File: src/common/fan_config_regs.vh
// Register indices, field positions, reset values and constants of the fan
// configuration and voltage readback bank. Assumes the includer maps an
// index to byte address index*4 on the register bus.
`ifndef FAN_CONFIG_REGS_VH
`define FAN_CONFIG_REGS_VH

// ****************************************************************
// Register indices
// ****************************************************************
`define IDX_SMOOTH_SYNC 8'h10
`define IDX_HYST_DIS 8'h11
`define IDX_VOLT_BASE 8'h20
`define IDX_VOLT_CORE 8'h21
`define IDX_VOLT_SUPPLY 8'h22
`define IDX_VOLT_5V 8'h23
`define IDX_VOLT_LAST 8'h24
`define IDX_LOCK_CFG 8'h40
`define IDX_INT_STATUS 8'h41
`define IDX_INT_MASK 8'h42
`define IDX_EXT_RES1 8'h76
`define IDX_EXT_RES2 8'h77

// ****************************************************************
// Field positions
// ****************************************************************
`define BIT_REMOTE1_RAMP_X4 0
`define BIT_LOCAL_RAMP_X4 1
`define BIT_REMOTE2_RAMP_X4 2
`define BIT_OVERTEMP_IN_MANUAL 3
`define BIT_SYNC_FOLLOWER 4
`define BIT_SYNC_LEADER 5
`define BIT_CORE_UNDERVOLT_SLEEP 6
`define BIT_EXTRA_LONG_RAMP 7
`define BIT_HYST_DISABLE 0
`define BIT_LOCK 1
`define BIT_INT_OVERTEMP 0
`define BIT_INT_CORE_LOW 1

// ****************************************************************
// Reset values
// ****************************************************************
`define RST_SMOOTH_SYNC 8'h00
`define RST_HYST_DIS 1'b0
`define RST_READING 8'h00
`define RST_RDATA 8'h00
`define RST_LSB 2'h0
`define RST_INT 2'h0
`define PENDING_ALL 5'h1f
`define PENDING_NONE 5'h00

// ****************************************************************
// Smoothing scale: extra 39.2 percent is t*401/1024
// ****************************************************************
`define EXTRA_NUM 10'h191
`define EXTRA_SHIFT 10
`define SPINUP_CYCLES_DEF 200000

// ****************************************************************
// Undervolt sequencer states
// ****************************************************************
`define UV_NORMAL 2'h0
`define UV_SLEEP 2'h1
`define UV_SPINUP 2'h2

`endif

File: src/fan_config_voltage_readback.v
// Fan smoothing/sync configuration, overtemperature control, core undervolt
// sleep sequencing and frozen voltage readback, as an APB slave.
// Assumes conversion results, temperature comparisons and limits arrive
// synchronous to pclk from the measurement engine.
//
// Behaviour
// Bit 0 quadruples fan 1 smoothing
// Bit 1 quadruples fan 2 smoothing
// Bit 2 quadruples fan 3 smoothing
// Bit 3 keeps overtemperature active in manual
// Bit 4 selects sync follower
// Bit 5 selects sync leader
// Core low: status flag, alert, suspend monitor
// Core recovered: resume, spin up, restore
// Bit 7 adds 39.2 percent smoothing
// Overtemperature overrides every fan setting; fan_sleep is not masked by fan_force_full
// Hysteresis disable bit removes overtemperature hysteresis
// Software leaves reserved bits unwritten
// Lock makes hysteresis register read-only
// Five read-only voltage MSB readings
// Software reads extended registers first
// Extended read freezes readings until read
// Lock bit set once until power cycle
// Readings ignore writes, update from conversions
`timescale 1ns/1ps
`include "fan_config_regs.vh"

module fan_config_voltage_readback #(
  parameter ADDR_W = 10,
  parameter BASE_W = 16,
  parameter SPINUP_CYCLES = `SPINUP_CYCLES_DEF
) (
  // Clock and reset
  input wire pclk,
  input wire presetn,
  // APB slave
  input wire psel,
  input wire penable,
  input wire pwrite,
  input wire [ADDR_W-1:0] paddr,
  input wire [31:0] pwdata,
  output wire [31:0] prdata,
  output wire pready,
  output wire pslverr,
  // Interrupt
  output wire irq,
  // Conversion results, 10 bits each, and the 8-bit core low limit
  input wire conv_valid,
  input wire [9:0] conv_2v5,
  input wire [9:0] conv_core,
  input wire [9:0] conv_supply,
  input wire [9:0] conv_5v,
  input wire [9:0] conv_12v,
  input wire [7:0] core_low_limit,
  // Fan smoothing
  input wire [BASE_W-1:0] fan1_smooth_base,
  input wire [BASE_W-1:0] fan2_smooth_base,
  input wire [BASE_W-1:0] fan3_smooth_base,
  output reg [BASE_W+2:0] fan1_smooth_time,
  output reg [BASE_W+2:0] fan2_smooth_time,
  output reg [BASE_W+2:0] fan3_smooth_time,
  // Fan synchronisation
  output wire sync_leader_enable,
  output wire sync_follower_enable,
  // Overtemperature
  input wire temp_above_limit,
  input wire temp_above_release,
  input wire manual_mode,
  input wire overtemp_signal_i,
  output wire overtemp_signal_o,
  output wire overtemp_signal_oe,
  output wire fan_force_full,
  // Core undervolt sequencing
  output wire processor_hot_monitor,
  output wire fan_sleep,
  output wire fan_spinup
);

  // ****************************************************************
  // Bus decode
  // ****************************************************************
  wire [7:0] idx;
  wire access;
  wire wr;
  wire rd;
  wire setup;
  reg mapped;
  reg [7:0] rdata;

  assign idx = paddr[9:2];
  assign access = psel & penable;
  assign wr = access & pwrite;
  assign rd = access & ~pwrite;
  // Setup cycle: read data is captured here, one edge ahead of the access
  assign setup = psel & ~penable;
  // Zero wait states: every access completes in its first access cycle
  assign pready = 1'b1;
  assign pslverr = access & ~mapped;

  // ****************************************************************
  // Configuration registers
  // ****************************************************************
  reg [7:0] smooth_sync;
  reg hyst_disable;
  reg lock;

  always @(posedge pclk or negedge presetn) begin
    if (!presetn) begin
      smooth_sync <= `RST_SMOOTH_SYNC;
    end else if (wr && idx == `IDX_SMOOTH_SYNC) begin
      smooth_sync <= pwdata[7:0];
    end
  end

  // Only bit 0 is stored; reserved bits are dropped and read back as zero
  always @(posedge pclk or negedge presetn) begin
    if (!presetn) begin
      hyst_disable <= `RST_HYST_DIS;
    end else if (wr && idx == `IDX_HYST_DIS && !lock) begin
      hyst_disable <= pwdata[`BIT_HYST_DISABLE];
    end
  end

  // Write-once: nothing but reset clears it, so a rogue write cannot unlock
  always @(posedge pclk or negedge presetn) begin
    if (!presetn) begin
      lock <= 1'b0;
    end else if (wr && idx == `IDX_LOCK_CFG && pwdata[`BIT_LOCK]) begin
      lock <= 1'b1;
    end
  end

  assign sync_follower_enable = smooth_sync[`BIT_SYNC_FOLLOWER];
  assign sync_leader_enable = smooth_sync[`BIT_SYNC_LEADER];

  // ****************************************************************
  // Fan smoothing times
  // ****************************************************************
  function [BASE_W+2:0] scale_time;
    input [BASE_W-1:0] base;
    input quad;
    input extra;
    reg [BASE_W+1:0] t4;
    reg [BASE_W+11:0] prod;
    begin
      // The extra ramp scales the quadrupled time, so both options stack
      t4 = quad ? {base, 2'h0} : {2'h0, base};
      prod = t4 * `EXTRA_NUM;
      scale_time = extra ? ({1'b0, t4} + prod[BASE_W+11:`EXTRA_SHIFT]) : {1'b0, t4};
    end
  endfunction

  always @(posedge pclk or negedge presetn) begin
    if (!presetn) begin
      fan1_smooth_time <= {(BASE_W+3){1'b0}};
      fan2_smooth_time <= {(BASE_W+3){1'b0}};
      fan3_smooth_time <= {(BASE_W+3){1'b0}};
    end else begin
      fan1_smooth_time <= scale_time(fan1_smooth_base, smooth_sync[`BIT_REMOTE1_RAMP_X4],
                                     smooth_sync[`BIT_EXTRA_LONG_RAMP]);
      fan2_smooth_time <= scale_time(fan2_smooth_base, smooth_sync[`BIT_LOCAL_RAMP_X4],
                                     smooth_sync[`BIT_EXTRA_LONG_RAMP]);
      fan3_smooth_time <= scale_time(fan3_smooth_base, smooth_sync[`BIT_REMOTE2_RAMP_X4],
                                     smooth_sync[`BIT_EXTRA_LONG_RAMP]);
    end
  end

  // ****************************************************************
  // Overtemperature
  // ****************************************************************
  reg overtemp_active;
  wire overtemp_allowed;

  // With hysteresis the event holds until the lower release threshold
  always @(posedge pclk or negedge presetn) begin
    if (!presetn) begin
      overtemp_active <= 1'b0;
    end else if (temp_above_limit) begin
      overtemp_active <= 1'b1;
    end else if (hyst_disable) begin
      overtemp_active <= 1'b0;
    end else if (!temp_above_release) begin
      overtemp_active <= 1'b0;
    end
  end

  assign overtemp_allowed = !manual_mode || smooth_sync[`BIT_OVERTEMP_IN_MANUAL];
  // Open drain, active low: only ever pull low
  assign overtemp_signal_o = 1'b0;
  assign overtemp_signal_oe = overtemp_active & overtemp_allowed;
  // Raised even during sleep; fan_sleep is not masked and stays high alongside it
  assign fan_force_full = overtemp_active & overtemp_allowed;

  // ****************************************************************
  // Voltage readings and freeze
  // ****************************************************************
  reg [7:0] msb [0:4];
  reg [1:0] lsb [0:4];
  reg [4:0] pending;
  reg [7:0] core_latest;
  wire [49:0] conv_all;
  wire ext_read;
  integer i;

  assign conv_all = {conv_12v, conv_5v, conv_supply, conv_core, conv_2v5};
  // Freeze in the setup cycle, when the read data is captured, so the frozen
  // copy is exactly what the extended read returned
  assign ext_read = setup && !pwrite && (idx == `IDX_EXT_RES1 || idx == `IDX_EXT_RES2);

  // An access touches one register, so a freeze and its release never collide
  always @(posedge pclk or negedge presetn) begin
    if (!presetn) begin
      pending <= `PENDING_NONE;
    end else if (ext_read) begin
      pending <= `PENDING_ALL;
    end else if (rd && idx >= `IDX_VOLT_BASE && idx <= `IDX_VOLT_LAST) begin
      pending[idx[2:0]] <= 1'b0;
    end
  end

  // Bus writes never reach these; only conversions do
  always @(posedge pclk or negedge presetn) begin
    if (!presetn) begin
      for (i = 0; i < 5; i = i + 1) begin
        msb[i] <= `RST_READING;
        lsb[i] <= `RST_LSB;
      end
    end else if (conv_valid) begin
      for (i = 0; i < 5; i = i + 1) begin
        if (!pending[i] && !ext_read) begin
          msb[i] <= conv_all[i*10+2 +: 8];
        end
        if (pending == `PENDING_NONE && !ext_read) begin
          lsb[i] <= conv_all[i*10 +: 2];
        end
      end
    end
  end

  // Undervolt detection must not stall behind a frozen reading
  always @(posedge pclk or negedge presetn) begin
    if (!presetn) begin
      core_latest <= `RST_READING;
    end else if (conv_valid) begin
      core_latest <= conv_core[9:2];
    end
  end

  // ****************************************************************
  // Core undervolt sequencer
  // ****************************************************************
  reg [1:0] uv_state;
  reg [1:0] next_uv_state;
  reg [31:0] spin_cnt;
  wire core_low;

  assign core_low = smooth_sync[`BIT_CORE_UNDERVOLT_SLEEP] && (core_latest < core_low_limit);

  always @* begin
    next_uv_state = uv_state;
    case (uv_state)
      `UV_NORMAL: begin
        if (core_low) begin
          next_uv_state = `UV_SLEEP;
        end
      end
      `UV_SLEEP: begin
        if (!core_low) begin
          next_uv_state = `UV_SPINUP;
        end
      end
      `UV_SPINUP: begin
        // A fresh dip during spin-up sends the fans back to sleep
        if (core_low) begin
          next_uv_state = `UV_SLEEP;
        end else if (spin_cnt == SPINUP_CYCLES - 1) begin
          next_uv_state = `UV_NORMAL;
        end
      end
      default: begin
        next_uv_state = `UV_NORMAL;
      end
    endcase
  end

  always @(posedge pclk or negedge presetn) begin
    if (!presetn) begin
      uv_state <= `UV_NORMAL;
      spin_cnt <= 32'h0;
    end else begin
      uv_state <= next_uv_state;
      if (uv_state == `UV_SPINUP) begin
        spin_cnt <= spin_cnt + 32'h1;
      end else begin
        spin_cnt <= 32'h0;
      end
    end
  end

  assign processor_hot_monitor = (uv_state != `UV_SLEEP);
  assign fan_sleep = (uv_state == `UV_SLEEP);
  assign fan_spinup = (uv_state == `UV_SPINUP);

  // ****************************************************************
  // Interrupt status and mask
  // ****************************************************************
  reg [1:0] int_status;
  reg [1:0] int_mask;
  wire [1:0] int_set;
  wire [1:0] int_clr;

  // Bit 0 also catches an outside device pulling the overtemperature pin
  assign int_set = {core_low, overtemp_signal_oe | ~overtemp_signal_i};
  assign int_clr = (wr && idx == `IDX_INT_STATUS) ? pwdata[1:0] : 2'h0;

  // A set in the clearing cycle survives the write
  always @(posedge pclk or negedge presetn) begin
    if (!presetn) begin
      int_status <= `RST_INT;
      int_mask <= `RST_INT;
    end else begin
      int_status <= (int_status & ~int_clr) | int_set;
      if (wr && idx == `IDX_INT_MASK) begin
        int_mask <= pwdata[1:0];
      end
    end
  end

  assign irq = |(int_status & int_mask);

  // ****************************************************************
  // Read mux
  // ****************************************************************
  // Unmapped indices read as zero and raise pslverr
  always @* begin
    rdata = 8'h00;
    mapped = 1'b1;
    case (idx)
      `IDX_SMOOTH_SYNC: rdata = smooth_sync;
      `IDX_HYST_DIS: rdata = {7'h00, hyst_disable};
      `IDX_LOCK_CFG: rdata = {6'h00, lock, 1'b0};
      `IDX_INT_STATUS: rdata = {6'h00, int_status};
      `IDX_INT_MASK: rdata = {6'h00, int_mask};
      `IDX_EXT_RES1: rdata = {lsb[0], lsb[1], lsb[2], lsb[3]};
      `IDX_EXT_RES2: rdata = {lsb[4], 6'h00};
      `IDX_VOLT_BASE: rdata = msb[0];
      `IDX_VOLT_CORE: rdata = msb[1];
      `IDX_VOLT_SUPPLY: rdata = msb[2];
      `IDX_VOLT_5V: rdata = msb[3];
      `IDX_VOLT_LAST: rdata = msb[4];
      default: mapped = 1'b0;
    endcase
  end

  // ****************************************************************
  // Read data register
  // ****************************************************************
  reg [7:0] rdata_q;

  // Captured in the setup cycle: prdata comes from a flip-flop yet still
  // stands through the whole zero-wait access cycle
  always @(posedge pclk or negedge presetn) begin
    if (!presetn) begin
      rdata_q <= `RST_RDATA;
    end else if (setup && !pwrite) begin
      rdata_q <= rdata;
    end
  end

  assign prdata = {24'h000000, rdata_q};

endmodule // fan_config_voltage_readback

File: config.mk
export PLATFORM = sky130hd
export DESIGN_NAME = fan_config_voltage_readback
export DESIGN_NICKNAME = d
export VERILOG_FILES = /design/src/fan_config_voltage_readback.v
export VERILOG_INCLUDE_DIRS = /design/src /design/src/common
export SDC_FILE = /design/constraint.sdc
export NUM_CORES = 1
export LEC_CHECK = 0
export ABC_AREA = 1
export ABC_CLOCK_PERIOD_IN_PS = 6300
export BUFFER_PORTS_ARGS = -buffer_cell sky130_fd_sc_hd__buf_2
export CAP_MARGIN = 20
export CORE_MARGIN = 2
export CORE_UTILIZATION = 44
export DETAILED_ROUTE_END_ITERATION = 10
export PLACE_DENSITY = 0.65
export SETUP_SLACK_MARGIN = 0.05
export SLEW_MARGIN = 5
export SYNTH_ARGS = -nofsm -noshare
export SYNTH_HDL_FRONTEND = slang
export SYNTH_SLANG_ARGS = --single-unit
File: constraint.sdc
create_clock -name pclk -period 6.3 [get_ports pclk]
set_clock_uncertainty 0.15 [all_clocks]
set_input_delay 0.945 -clock pclk [delete_from_list [all_inputs] [get_ports pclk]]
set_output_delay 0.945 -clock pclk [all_outputs]
set_load 0.05 [all_outputs]
* After elaboration in Yosys (flattened, before gate mapping)
Index checks and enable logic that the tools add are counted.
Word-level totals: flip-flop bits (word level) 177, bits in latches 0, RAM bits 0, bits in read-only memories 0, bits of input ports 158, output and inout port bits 100, logic and storage cells 137, memories kept 0
Cells by class: add/subtract/negate cells 4, multipliers 3, divide/modulo/power cells 0, $lt $le $gt $ge 5, eq/ne operators 20, shift-type cells 0, multiplexer cells 22, bitwise operators 17, reductions and logical operators 42
Operators by type and width (number):
- 8-bit one-hot mux with 12 select lines | 1
- 18-bit by 9-bit multiplier with 27-bit output (second input constant) | 3
- 18-bit by 17-bit adder with 19-bit output | 3
- 19-bit 2-to-1 mux | 3
- 18-bit 2-to-1 mux | 3
- 8-bit by 6-bit == test with 1-bit output (second input constant) | 5
- 8-bit by 7-bit == test with 1-bit output (second input constant) | 5
- 32-bit by 1-bit adder with 32-bit output (second input constant) | 1
- 32-bit by 18-bit == test with 1-bit output (second input constant) | 1
- 32-bit 2-to-1 mux | 1
- 1-bit logical AND | 19
- 8-bit by 5-bit == test with 1-bit output (second input constant) | 2
- 2-bit AND reduction | 6
- 12-bit OR reduction | 1
- 2-bit 2-to-1 mux | 5
- 5-bit 2-to-1 mux | 2
- 1-bit logical NOT | 9
- 8-bit by 6-bit greater-or-equal comparator with 1-bit output (second input constant) | 1
- 8-bit by 6-bit less-or-equal comparator with 1-bit output (second input constant) | 1
- 8-bit < comparator | 1
- 1-bit bitwise AND | 6
- 2-bit one-hot mux with 3 select lines | 1
- 5-bit bitwise AND | 1
- 5-bit logical NOT | 1
- other kinds (21) | 31

* Logic depth before layout (Yosys ltp)
Gate-level depths: netlist of run 1.
depth in word-level cells 8, depth in mapped cells 34, depth with buffers taken out 34

* Worst setup path before layout of run 1
Ideal clock, no wire load.
kind input to register, start input fan3_smooth_base[6], end register fan3_smooth_time[16], library setup time 135 ps, arrival 5575 ps, required time 6015 ps, setup slack 441 ps, cell stages on the path 23, buffers on the path 0, cells stage by stage inv_1 o21ai_0 ha_1 fa_1 fa_1 ha_1 ha_1 nand2_1 inv_1 nand2_1 o211ai_1 a21oi_1 o21bai_1 a21oi_1 xnor2_1 ha_1 a21oi_1 o21ai_0 a211oi_1 nand2_1 or2_0 nand3_1 o21ai_0
On the way: cells in the longest elaborated chain, start to end 4
Ends and longest elaborated chain:
- from (decl) | RTL line fan_config_voltage_readback.v:58 | input wire [BASE_W-1:0] fan3_smooth_base,
- 18-bit 2-to-1 mux * | RTL line fan_config_voltage_readback.v:147 | t4 = quad ? {base, 2'h0} : {2'h0, base};
- 18-bit by 9-bit multiplier with 27-bit output (no line)
- 18-bit by 17-bit adder with 19-bit output * | RTL line fan_config_voltage_readback.v:149 | scale_time = extra ? ({1'b0, t4} + prod[BASE_W+11:`EXTRA_SHIFT]) : {1'b0, t4};
- 19-bit 2-to-1 mux * | RTL line fan_config_voltage_readback.v:149
- to (signal assigned) | RTL line fan_config_voltage_readback.v:157 | fan3_smooth_time <= {(BASE_W+3){1'b0}};
- to (signal assigned) | RTL line fan_config_voltage_readback.v:163 | fan3_smooth_time <= scale_time(fan3_smooth_base, smooth_sync[`BIT_REMOTE2_RAMP_X4],
- to (decl) | RTL line fan_config_voltage_readback.v:61 | output reg [BASE_W+2:0] fan3_smooth_time,
Mark *: on every way between the ends. The rest lies on a longest branch, timed or not. A chain may end at the register's enable or synchronous reset.

* Worst setup path in the final report of run 1
start register smooth_sync[2], end register fan3_smooth_time[12]
On the way: cells in the longest elaborated chain, start to end 4
Ends and longest elaborated chain:
- from (decl) | RTL line fan_config_voltage_readback.v:103 | reg [7:0] smooth_sync;
- from (signal assigned) | RTL line fan_config_voltage_readback.v:109 | smooth_sync <= `RST_SMOOTH_SYNC;
- from (signal assigned) | RTL line fan_config_voltage_readback.v:111 | smooth_sync <= pwdata[7:0];
- 18-bit 2-to-1 mux * | RTL line fan_config_voltage_readback.v:147
- 18-bit by 9-bit multiplier with 27-bit output (no line)
- 18-bit by 17-bit adder with 19-bit output | RTL line fan_config_voltage_readback.v:149
- 19-bit 2-to-1 mux * | RTL line fan_config_voltage_readback.v:149
Marks and branches as above.

==> metrics.md, run 1 <==
| Metric | Value |
|---|---|
| Total die area | 42800 um2 |
| CP max FO | 9 |
| Setup violators final | 0 |
| Family with the most delay on the worst path | adder cells |
| Pin count of the biggest net entering global routing | 74 |
| Post-synthesis async set-or-reset flop share | between 90% and 100% |
| Crit-path most repeated cell | sky130_fd_sc_hd__nand2_1 |
| Power consumption | approximately 9 mW |
| Setup crit start | smooth_sync[2] |
| Clock tree from TritonCTS | built |
| Count of hold buffers inserted by post-cts repair | 0 |
| Core Rows | between 70 and 80 |
| Detailed-routing iteration count for the pre-antenna-repair pass | 6 |
| Max Freq | between 150 and 200 MHz |
| CTS clock-pin slew for the worst setup and hold paths | ~0.07 ns |
| Final Hold Vio Count | 0 |
| Highest cell delay on the worst timing path | approximately 0.50 ns |
| First-pass GRT wire length | 81.6 mm |
| Initial standard-cell utilization of the core | 44.5% |
| Remaining design rule violation count | 0 |
| Detailed-route wire length per cell | roughly 16 um |
| Clock latency at the later pin of the worst-skew pair | approximately 0.47 ns |
| Number of antenna violations at the first check in global routing | 1 |
| Max transition margin | approximately 38% |
| Design area | between 20000 and 25000 um2 |
| Share of layout cells above drive strength 1 | between 10% and 20% |
| HP Class | in2async |
| Simple-gate share of the synthesized area | between 20% and 30% |
| DP Area | 20400 um2 |
| Post-synthesis average cell area | 7.83 um2 |
| Post-layout net count | roughly 3100 |
| Y dimension of the die | ~210 um |
| RePlAce Congestion | between 0.9 and 1 |
| Flops & latches, synth | 177 |
| Endpoint class of the critical path | flop |
| Sequential element share of the synthesized area | about a quarter |
| Minimum clock period after layout | between 5 and 6 ns |
| Worst reg2reg path startpoint | smooth_sync[2] |
| HPWL after detailed placement | between 40 and 50 mm |
| Main combinational cell family by area after synthesis | adder cells |
| Static power due to leakage | around 11 nW |
| Vias per std cell | roughly 5.2 |
| Count of final max-slew check failures | 0 |
| Total global routing overflow | 0 |
| Worst hold slack | around 0.29 ns |
| Library cell used as clock root buffer | sky130_fd_sc_hd__clkbuf_16 |
| CP bufs+invs | 5 |
| Final core utilization | just over 50% |
| Area added between synthesis and finish | 16.4% |
| Clock buffer depth | 2 |
| Routed via count | between 15000 and 20000 |
| Count of flip-flops with a built-in enable after synthesis | 0 |
| Total Routing Usage GR | between 20% and 30% |
| Number of nets with antenna violations after detailed routing | 0 |
| Netlist Area Pre-Place | approximately 18000 um2 |
| Yosys warnings | 0 |
| Status | finished, final reports clean |
| Arrival time worst endpoint | approximately 6 ns |
| Start-to-end type of the worst setup path | reg2reg |
| Setup repair after global routing missed its margin | false |
| Via count of the first global-routing pass | around 16000 |
| Slowest stage cell on the critical path | sky130_fd_sc_hd__fa_1 |
| Primary FF master, synth | sky130_fd_sc_hd__dfrtp_1 |
| Required arrival time at the worst endpoint | 6.47 ns |
| Transition at the pin with the smallest max-transition slack | a little over 0.9 ns |
| IO buf count | 205 |
| Synthesized instance count | about 2300 |
| Xor-xnor portion of the synthesized cell area | around 4.5% |
| Number of maximum-capacitance violations | 0 |
| Area of the core region | 40700 um2 |
| TritonCTS buffer count | 17 |
| Aggregate routed wire length | about 52 mm |
| Multiplexer fraction of the synthesized cell area | 1.93% |
| Die Width | ~210 um |
| H-tree depth | 4 |
| Kind of launch point of the worst setup path | flop |
| Maximum ir drop on the vdd rail | ~0.00043 V |
| Number of primary I/O pins | 258 |
| Fraction of the mapped netlist area in compound gates | roughly an eighth |
| Portion of the clock cycle consumed by the worst path in the final layout | 92.7% |
| Fraction of the mapped netlist area in adder cells | between 20% and 30% |
| Initial DRC count | 935 |
| Power Density | ~430 nW/um2 |
| Clock tree sinks | ~180 |
| Number of different library cells in the post-synthesis netlist | 63 |
through the flow:
| stage | std cells | worst slack, ns | TNS [ns] |
|---|---|---|---|
| global placement | 3135 | -0.0424 | -0.110 |
| global route | 3174 | 0.0698 | 0 |
| finish | 3174 | 0.458 | 0 |
| floorplan | 2338 | 0.441 | 0 |
| detailed placement | 3135 | -0.102 | -0.261 |
| CTS | 3167 | 0.293 | 0 |
metal layers:
metal	global-route usage [%]	vias up	wire [um]
met5	0	-	0
met2	41.4	460	24600
met3	4.54	72	2820
met1	32.0	7778	23200
met4	6.56	0	1090
li1	-	8259	-
cells by family after synthesis:
family          after synthesis
compound gates              427
xor+xnor                     93
fa+ha+maj                   344
buf+inv                     394
flops                       177
mux                          31
other cells                   2
simple gates                846
layout by cell type, fill, tap and decap left out, types with 10 or more instances in the layout:
master	count
sky130_fd_sc_hd__o21bai_1	10
sky130_fd_sc_hd__mux2_2	24
sky130_fd_sc_hd__ha_1	272
sky130_fd_sc_hd__nand2_1	441
sky130_fd_sc_hd__buf_2	204
sky130_fd_sc_hd__nand2_2	18
sky130_fd_sc_hd__a21o_1	10
sky130_fd_sc_hd__nand4_1	24
sky130_fd_sc_hd__o21ai_1	24
sky130_fd_sc_hd__nor3_1	27
sky130_fd_sc_hd__o22ai_1	11
sky130_fd_sc_hd__nor4_1	18
sky130_fd_sc_hd__nand3_1	88
sky130_fd_sc_hd__nand3b_1	10
sky130_fd_sc_hd__nor2_1	183
sky130_fd_sc_hd__fa_1	72
sky130_fd_sc_hd__xnor2_1	30
sky130_fd_sc_hd__a21oi_1	170
sky130_fd_sc_hd__clkbuf_16	17
sky130_fd_sc_hd__a31oi_1	14
sky130_fd_sc_hd__inv_1	326
sky130_fd_sc_hd__o21ai_0	142
sky130_fd_sc_hd__buf_4	123
sky130_fd_sc_hd__xor2_1	63
sky130_fd_sc_hd__conb_1	26
sky130_fd_sc_hd__dfrtp_1	176
worst paths after layout:
path | cells past startpoint | slack [ns] | to
worst max-delay path | 27 | 0.46 | fan3_smooth_time[12]
worst min-delay path | 1 | 0.29 | fan1_smooth_time[0]
worst max register to register | 27 | 0.46 | fan3_smooth_time[12]
worst min register to register | 1 | 0.30 | uv_state[0]
max in group asynchronous | 2 | 4.35 | smooth_sync[2]
min in group pclk | 1 | 0.30 | uv_state[0]
worst register-to-register path, delay by kind of cell, from the launching register on:
kind | cells | cell delay (ns)
and+or+nand+nor | 12 | 1.48
AOI/OAI and AO/OA | 4 | 0.71
buffers and inverters | 5 | 0.55
DFF | 1 | 0.46
adders and majority gates | 6 | 2.35
sequential cells by signal, summed over array words and instances (netlist names), 10 cells and up:
signal / cells
spin_cnt: 32
fan1_smooth_time: 19
fan3_smooth_time: 19
msb: 40
fan2_smooth_time: 19
lsb: 10
repair_timing:
item | CTS | global route
buffers inserted | 0 | 6
setup endpoints to repair | 0 | 12
gates resized for setup | 0 | 11
power breakdown:
part           internal, mW  switching [mW]
Clock                 0.571           0.518
Combinational          2.39            4.07
Sequential             1.41          0.0801
synthesized netlist by cell type (all sizes together) (5+ instances only):
cell | count | share of area [%]
a21o | 10 | 0.41
a21oi | 173 | 4.9
a221oi | 5 | 0.28
a31oi | 14 | 0.48
buf | 38 | 1.5
clkbuf | 20 | 0.41
dfrtp | 177 | 24
fa | 72 | 8.0
ha | 272 | 19
inv | 336 | 7.0
mux2 | 31 | 1.9
nand2 | 461 | 9.9
nand3 | 91 | 2.6
nand3b | 10 | 0.41
nand4 | 25 | 0.90
nor2 | 194 | 4.3
nor3 | 29 | 0.86
nor4 | 19 | 0.74
o211ai | 7 | 0.29
o21a | 6 | 0.25
o21ai | 171 | 4.8
o21bai | 12 | 0.58
o22ai | 11 | 0.38
or2 | 12 | 0.41
xnor2 | 30 | 1.5
xor2 | 63 | 3.0
layout make-up:
type,instances,area [um2]
multi-input combinational,1767,12200
timing repair buffer,329,1980
clock buffer,19,443
clock inverter,13,139
inverter,336,1270
antenna,1,2.50
fill,3992,19600
tap,532,666
sequential,177,4430
(Power assumes the default switching activity.)
==> run 2, diff against run 1 <==
--- a/config.mk
+++ b/config.mk
@@ -12,9 +12,10 @@
 export CAP_MARGIN = 20
 export CORE_MARGIN = 2
 export CORE_UTILIZATION = 44
+export CTS_CLUSTER_SIZE = 16
 export DETAILED_ROUTE_END_ITERATION = 10
 export PLACE_DENSITY = 0.65
-export SETUP_SLACK_MARGIN = 0.05
+export SETUP_SLACK_MARGIN = 0.5
 export SLEW_MARGIN = 5
 export SYNTH_ARGS = -nofsm -noshare
 export SYNTH_HDL_FRONTEND = slang
==> run 2 against run 1 <==
Maximum frequency rose by 3.3%; highest routed layer is now met5; utilization increased by 3.2 points; via count rose by 1.5%; critical path type unchanged.
==> metrics.md, run 2 (same netlist as run 1, synthesis figures left out) <==
| Metric | Value |
|---|---|
| Count of final max-slew check failures | 0 (unchanged) |
| Transition at the pin with the smallest max-transition slack | 0.781 ns (-0.151 ns) |
| First-pass GRT wire length | 82.2 mm (+0.72%) |
| Slowest stage cell on the critical path | sky130_fd_sc_hd__fa_1 |
| Final Hold Vio Count | 0 (unchanged) |
| Maximum ir drop on the vdd rail | 0.000364 V (-15%) |
| Power consumption | 9.71 mW (+7.6%) |
| Crit-path most repeated cell | sky130_fd_sc_hd__nand2_1 |
| Minimum clock period after layout | 5.66 ns (-0.187 ns) |
| IO buf count | 205 (unchanged) |
| Commonest cells after routing, fill and taps aside | 421 x sky130_fd_sc_hd__nand2_1, 319 x sky130_fd_sc_hd__inv_1, 225 x sky130_fd_sc_hd__ha_1, 204 x sky130_fd_sc_hd__buf_2, 176 x sky130_fd_sc_hd__nor2_1 |
| Final core utilization | 55.0% (+3.2 points) |
| Area of the core region | 40700 um2 (unchanged) |
| Clock tree sinks | 177 (unchanged) |
| Pre-CTS setup slack | -0.135 ns (-0.0337 ns) |
| Portion of the clock cycle consumed by the worst path in the final layout | 89.8% (-3.0 points) |
| Share of layout cells above drive strength 1 | 24.1% (+7.0 points) |
| Most common cell after layout, fill and taps aside | sky130_fd_sc_hd__nand2_1 |
| Setup repair after global routing missed its margin | true |
| Initial DRC count | 924 (-1.2%) |
| Count of hold buffers inserted by post-cts repair | 0 (unchanged) |
| Number of antenna violations at the first check in global routing | 3 (+2) |
| Design area | 22400 um2 (+6.3%) |
| Status | finished, final reports clean |
| Y dimension of the die | 207 um (unchanged) |
| Start-to-end type of the worst setup path | reg2reg |
| Total Routing Usage GR | 24.6% (+0.21 points) |
| Post-layout net count | 3149 (+0.61%) |
| Via count of the first global-routing pass | 16100 (-0.90%) |
| Endpoint class of the critical path | flop |
| Number of maximum-capacitance violations | 0 (unchanged) |
| Library cell used as clock root buffer | sky130_fd_sc_hd__clkbuf_16 |
| Sequential Area | 4440 um2 (+0.11%) |
| DP Area | 20200 um2 (-1.0%) |
| Routed via count | 16800 (+1.5%) |
| Kind of launch point of the worst setup path | flop |
| Total global routing overflow | 0 (unchanged) |
| Sum of negative setup slack | 0 ns (unchanged) |
| Detailed-routing iteration count for the pre-antenna-repair pass | 5 (-1) |
| Static power due to leakage | 11.6 nW (+1.8%) |
| TritonCTS buffer count | 17 (unchanged) |
| Multi-input logic area | 13200 um2 (+8.9%) |
| Clock buffer depth | 2 (unchanged) |
| Die Width | 207 um (unchanged) |
| Registers with the most flip-flops | msb: 40 flops, spin_cnt: 32 flops |
| Remaining design rule violation count | 0 (unchanged) |
| CP max FO | 8 (-1) |
| Number of nets with antenna violations after detailed routing | 0 (unchanged) |
| CTS clock-pin slew for the worst setup and hold paths | 0.08 ns (about the same) |
| Power Density | 433 nW/um2 (+1.2%) |
| Max Freq | 177 MHz (+3.3%) |
| Number of primary I/O pins | 258 (unchanged) |
| Area added between synthesis and finish | 23.7% |
| Max transition margin | 47.8% (+10 points) |
| Pin count of the biggest net entering global routing | 76 (+2.7%) |
| Setup slack of the critical path after layout | 0.644 ns (+0.187 ns) |
| Required arrival time at the worst endpoint | 6.47 ns (about the same) |
| Number of flip-flops under the largest register name | 40 (unchanged) |
| HP Class | in2async |
| Filler cell count | 3843 (-3.7%) |
| H-tree depth | 4 (unchanged) |
| Detailed-route wire length per cell | 16.9 um (+3.8%) |
| Core Rows | 74 (unchanged) |
| Register-to-register setup slack | 0.64 ns (+0.19 ns) |
| Arrival time worst endpoint | 5.83 ns (-0.18 ns) |
| RePlAce Congestion | 0.942 (-2.3%) |
| Vias per std cell | 5.27 (+0.95%) |
| Clock latency at the later pin of the worst-skew pair | 0.48 ns (about the same) |
| Aggregate routed wire length | 54.1 mm (+4.4%) |
| Initial standard-cell utilization of the core | 44.5% (unchanged) |
| Setup violators final | 0 (unchanged) |
| Clock tree from TritonCTS | built |
| Total die area | 42800 um2 (unchanged) |
| Highest cell delay on the worst timing path | 0.56 ns (+0.06 ns) |
| HPWL after detailed placement | 42.5 mm (-0.79%) |
| Largest Register | msb |
## run 2: path summary, 6_finish.rpt
check                                from              endpoint  cells after the start
hold / removal                    presetn          spin_cnt[21]                      1
min in group pclk             uv_state[0]           uv_state[0]                      1
setup / recovery           smooth_sync[2]  fan3_smooth_time[16]                     25
max in group asynchronous         presetn            rdata_q[3]                      2
setup reg to reg           smooth_sync[2]  fan3_smooth_time[16]                     25
hold reg to reg               uv_state[0]           uv_state[0]                      1
## run 2: area by class of cell
| cell class | count | share of cell area (%) |
|---|---|---|
| Multi-Input combinational cell | 1767 | 59.1 |
| Sequential cell | 177 | 19.8 |
| Timing Repair Buffer | 348 | 9.89 |
| Inverter | 336 | 5.72 |
| Tap cell | 532 | 2.97 |
| Clock buffer | 18 | 1.96 |
| Clock inverter | 13 | 0.547 |
| Antenna cell | 1 | 0.0112 |
## run 2: metrics by stage
stage                     hold WS, ns  instances
final                           0.246       3192
after global routing            0.258       3192
after CTS                       0.221       3143
after detailed placement        0.297       3107
after global placement          0.285       3107
after floorplan                 0.269       2338
## run 2: repair_timing
| item | 4_1_cts | 5_1_grt |
|---|---|---|
| resized for setup | 15 | 235 |
| setup endpoints to repair | 17 | 34 |
| pin swaps | 1 | 66 |
| gates cloned | 0 | 4 |
| buffers inserted | 5 | 43 |
## run 2: worst max-delay path: cells and delay by family (launching register included)
family	cells	cell delay, ns
flops	1	0.53
compound gates	8	1.30
fa+ha+maj	5	1.96
simple gates	7	0.66
xor+xnor	1	0.23
buf+inv	4	0.63
## run 2: layer usage
metal | vias up | wire length (um) | track usage, %
met5 | - | 9 | 0
met4 | 2 | 1390 | 7.14
met3 | 96 | 2880 | 4.63
met2 | 452 | 25800 | 40.4
met1 | 7992 | 24000 | 33.1
li1 | 8280 | - | -
## run 2: report_power, final
group          switching, mW  leakage [nW]  internal [mW]  total, mW
sequential            0.0823          2.15           1.41       1.49
combinational           4.42          9.19           2.74       7.16
clock                  0.529         0.278          0.529       1.06
==> run 3, diff against run 2 <==
--- a/config.mk
+++ b/config.mk
@@ -9,12 +9,12 @@
 export ABC_AREA = 1
 export ABC_CLOCK_PERIOD_IN_PS = 6300
 export BUFFER_PORTS_ARGS = -buffer_cell sky130_fd_sc_hd__buf_2
-export CAP_MARGIN = 20
 export CORE_MARGIN = 2
 export CORE_UTILIZATION = 44
 export CTS_CLUSTER_SIZE = 16
 export DETAILED_ROUTE_END_ITERATION = 10
-export PLACE_DENSITY = 0.65
+export PLACE_DENSITY = 0.69
+export REMOVE_ABC_BUFFERS = 1
 export SETUP_SLACK_MARGIN = 0.5
 export SLEW_MARGIN = 5
 export SYNTH_ARGS = -nofsm -noshare
==> run 3 against run 2 <==
Combinational power fell by 2%; critical endpoint is now fan3_smooth_time[17]; critical path depth rose by 3; count of clock-buffer cells in the layout did not move.
==> metrics.md, run 3 (same netlist as run 1, synthesis figures left out) <==
| Metric | Value |
|---|---|
| Pin count of the biggest net entering global routing | 84 (+11%) |
| Clock latency at the later pin of the worst-skew pair | 0.45 ns (-0.03 ns) |
| Endpoint class of the critical path | flop |
| Maximum ir drop on the vdd rail | 0.000326 V (-11%) |
| Core Rows | 74 (unchanged) |
| HP Class | reg2reg |
| Power Density | 430 nW/um2 (-0.89%) |
| Total Routing Usage GR | 24.2% (-0.42 points) |
| Power consumption | 9.54 mW (-1.7%) |
| CP max FO | 6 (-2) |
| Initial standard-cell utilization of the core | 44.5% (unchanged) |
| Crit-path most repeated cell | sky130_fd_sc_hd__ha_1 |
| Arrival time worst endpoint | 5.85 ns (+0.02 ns) |
| Via count of the first global-routing pass | 16300 (+0.99%) |
| Y dimension of the die | 207 um (unchanged) |
| Detailed-route wire length per cell | 16.7 um (-1.5%) |
| Required arrival time at the worst endpoint | 6.49 ns (+0.02 ns) |
| Die Width | 207 um (unchanged) |
| Detailed-routing iteration count for the pre-antenna-repair pass | 6 (+1) |
| Total global routing overflow | 0 (unchanged) |
| Max transition margin | 47.7% (-0.068 points) |
| Commonest cells after routing, fill and taps aside | 426 x sky130_fd_sc_hd__nand2_1, 317 x sky130_fd_sc_hd__inv_1, 233 x sky130_fd_sc_hd__ha_1, 204 x sky130_fd_sc_hd__buf_2, 179 x sky130_fd_sc_hd__nor2_1 |
| Total die area | 42800 um2 (unchanged) |
| Count of final max-slew check failures | 0 (unchanged) |
| Setup repair after global routing missed its margin | true |
| Setup slack of the critical path after layout | 0.636 ns (-0.00804 ns) |
| Max Freq | 177 MHz (-0.14%) |
| RePlAce Congestion | 0.979 (+3.9%) |
| Registers with the most flip-flops | msb: 40 flops, spin_cnt: 32 flops |
| Start-to-end type of the worst setup path | reg2reg |
| Count of hold buffers inserted by post-cts repair | 0 (unchanged) |
| Pre-CTS setup slack | -0.0611 ns (+0.0744 ns) |
| Worst reg2reg path startpoint | smooth_sync[2] |
| Post-layout net count | 3161 (+0.38%) |
| Highest cell delay on the worst timing path | 0.51 ns (-0.05 ns) |
| Kind of launch point of the worst setup path | flop |
| Clock buffer depth | 2 (unchanged) |
| Portion of the clock cycle consumed by the worst path in the final layout | 89.9% (+0.13 points) |
| Aggregate routed wire length | 53.5 mm (-1.1%) |
| Area of the core region | 40700 um2 (unchanged) |
| Setup violators final | 0 (unchanged) |
| Worst hold slack | 0.296 ns (+0.0497 ns) |
| Design area | 22200 um2 (-0.87%) |
| Static power due to leakage | 11.7 nW (+0.43%) |
| Minimum clock period after layout | 5.66 ns (+0.00804 ns) |
| Routed via count | 17000 (+1.0%) |
| Clock tree sinks | 177 (unchanged) |
| DP Area | 20400 um2 (+0.63%) |
| Length in cells of the worst reg-to-reg path | 28 (+12%) |
| Number of primary I/O pins | 258 (unchanged) |
| HPWL after detailed placement | 42.5 mm (about the same) |
| Clock tree from TritonCTS | built |
| Share of layout cells above drive strength 1 | 23.3% (-0.79 points) |
| Setup crit start | smooth_sync[2] |
| Final Hold Vio Count | 0 (unchanged) |
| Slowest stage cell on the critical path | sky130_fd_sc_hd__fa_1 |
| Transition at the pin with the smallest max-transition slack | 0.782 ns (+0.00102 ns) |
| Library cell used as clock root buffer | sky130_fd_sc_hd__clkbuf_16 |
| Remaining design rule violation count | 0 (unchanged) |
| Initial DRC count | 1153 (+25%) |
| TritonCTS buffer count | 17 (unchanged) |
| H-tree depth | 4 (unchanged) |
| Number of flip-flops under the largest register name | 40 (unchanged) |
| Status | finished, final reports clean |
| Largest Register | msb |
| Number of antenna violations at the first check in global routing | 2 (-1) |
| Number of nets with antenna violations after detailed routing | 0 (unchanged) |
| Area added between synthesis and finish | 22.6% |
| CTS clock-pin slew for the worst setup and hold paths | 0.08 ns (about the same) |
| Vias per std cell | 5.30 (+0.56%) |
| Filler cell count | 3797 (-1.2%) |
| Most common cell after layout, fill and taps aside | sky130_fd_sc_hd__nand2_1 |
| Number of maximum-capacitance violations | 0 (unchanged) |
| First-pass GRT wire length | 82.0 mm (-0.22%) |
| Cell depth of the worst hold path | 1 |
| IO buf count | 205 (unchanged) |
| Startpoint of the most critical hold path | uv_state[0] |
## run 3: final timing paths
path                                        endpoint  slack (ns)
min in group asynchronous       fan1_smooth_time[10]        0.37
worst min-delay path                     uv_state[0]        0.30
max in group asynchronous             smooth_sync[2]        4.45
worst max-delay path            fan3_smooth_time[17]        0.64
worst max register to register  fan3_smooth_time[17]        0.64
worst min register to register           uv_state[0]        0.30
## run 3: per-layer routing
metal	GRT usage (%)	share of wire, %	vias to the layer above
met2	39.7	46	482
met1	32.9	45	8101
met3	3.55	5.4	90
li1	-	-	8315
met5	0	0.024	-
met4	7.70	2.8	2
## run 3: what timing repair did
action                     CTS  global route
cloned                       1             1
hold endpoints to repair     0             0
gates resized for setup     16           186
pin swaps                    4            55
setup endpoints to repair   10            28
buffers inserted             8            38
## run 3: layout make-up
cell class | instances | area [um2] | share of cell area (%)
Antenna cell | 2 | 5.00 | 0.0225
Clock buffer | 18 | 429 | 1.93
Clock inverter | 14 | 138 | 0.620
Inverter | 336 | 1270 | 5.73
Multi-Input combinational cell | 1767 | 13000 | 58.5
Sequential cell | 177 | 4430 | 20.0
Tap cell | 532 | 666 | 3.00
Timing Repair Buffer | 360 | 2280 | 10.3
## run 3: through the flow
step | cells | util (%) | setup TNS (ns)
global placement | 3124 | 50.0 | 0
finish | 3206 | 54.5 | 0
floorplan | 2280 | - | 0
global route | 3205 | 54.5 | 0
detailed placement | 3124 | 50.0 | -0.166
CTS | 3165 | 51.6 | 0
## run 3: power by group
group          internal [mW]  switching [mW]  total, mW
clock network          0.527           0.538       1.06
logic                   2.66            4.34       7.00
registers               1.41          0.0745       1.48
total                   4.59            4.95       9.54
## run 3: worst max-delay path, delay by kind of cell, from the launching register on
family                   cells  cell delay (ns)
buffers and inverters        8             0.94
AO/OA/AOI/OAI                5             0.81
AND/OR/NAND/NOR              7             0.69
XOR/XNOR                     2             0.35
adder cells (fa/ha/maj)      6             2.09
flip-flops                   1             0.50
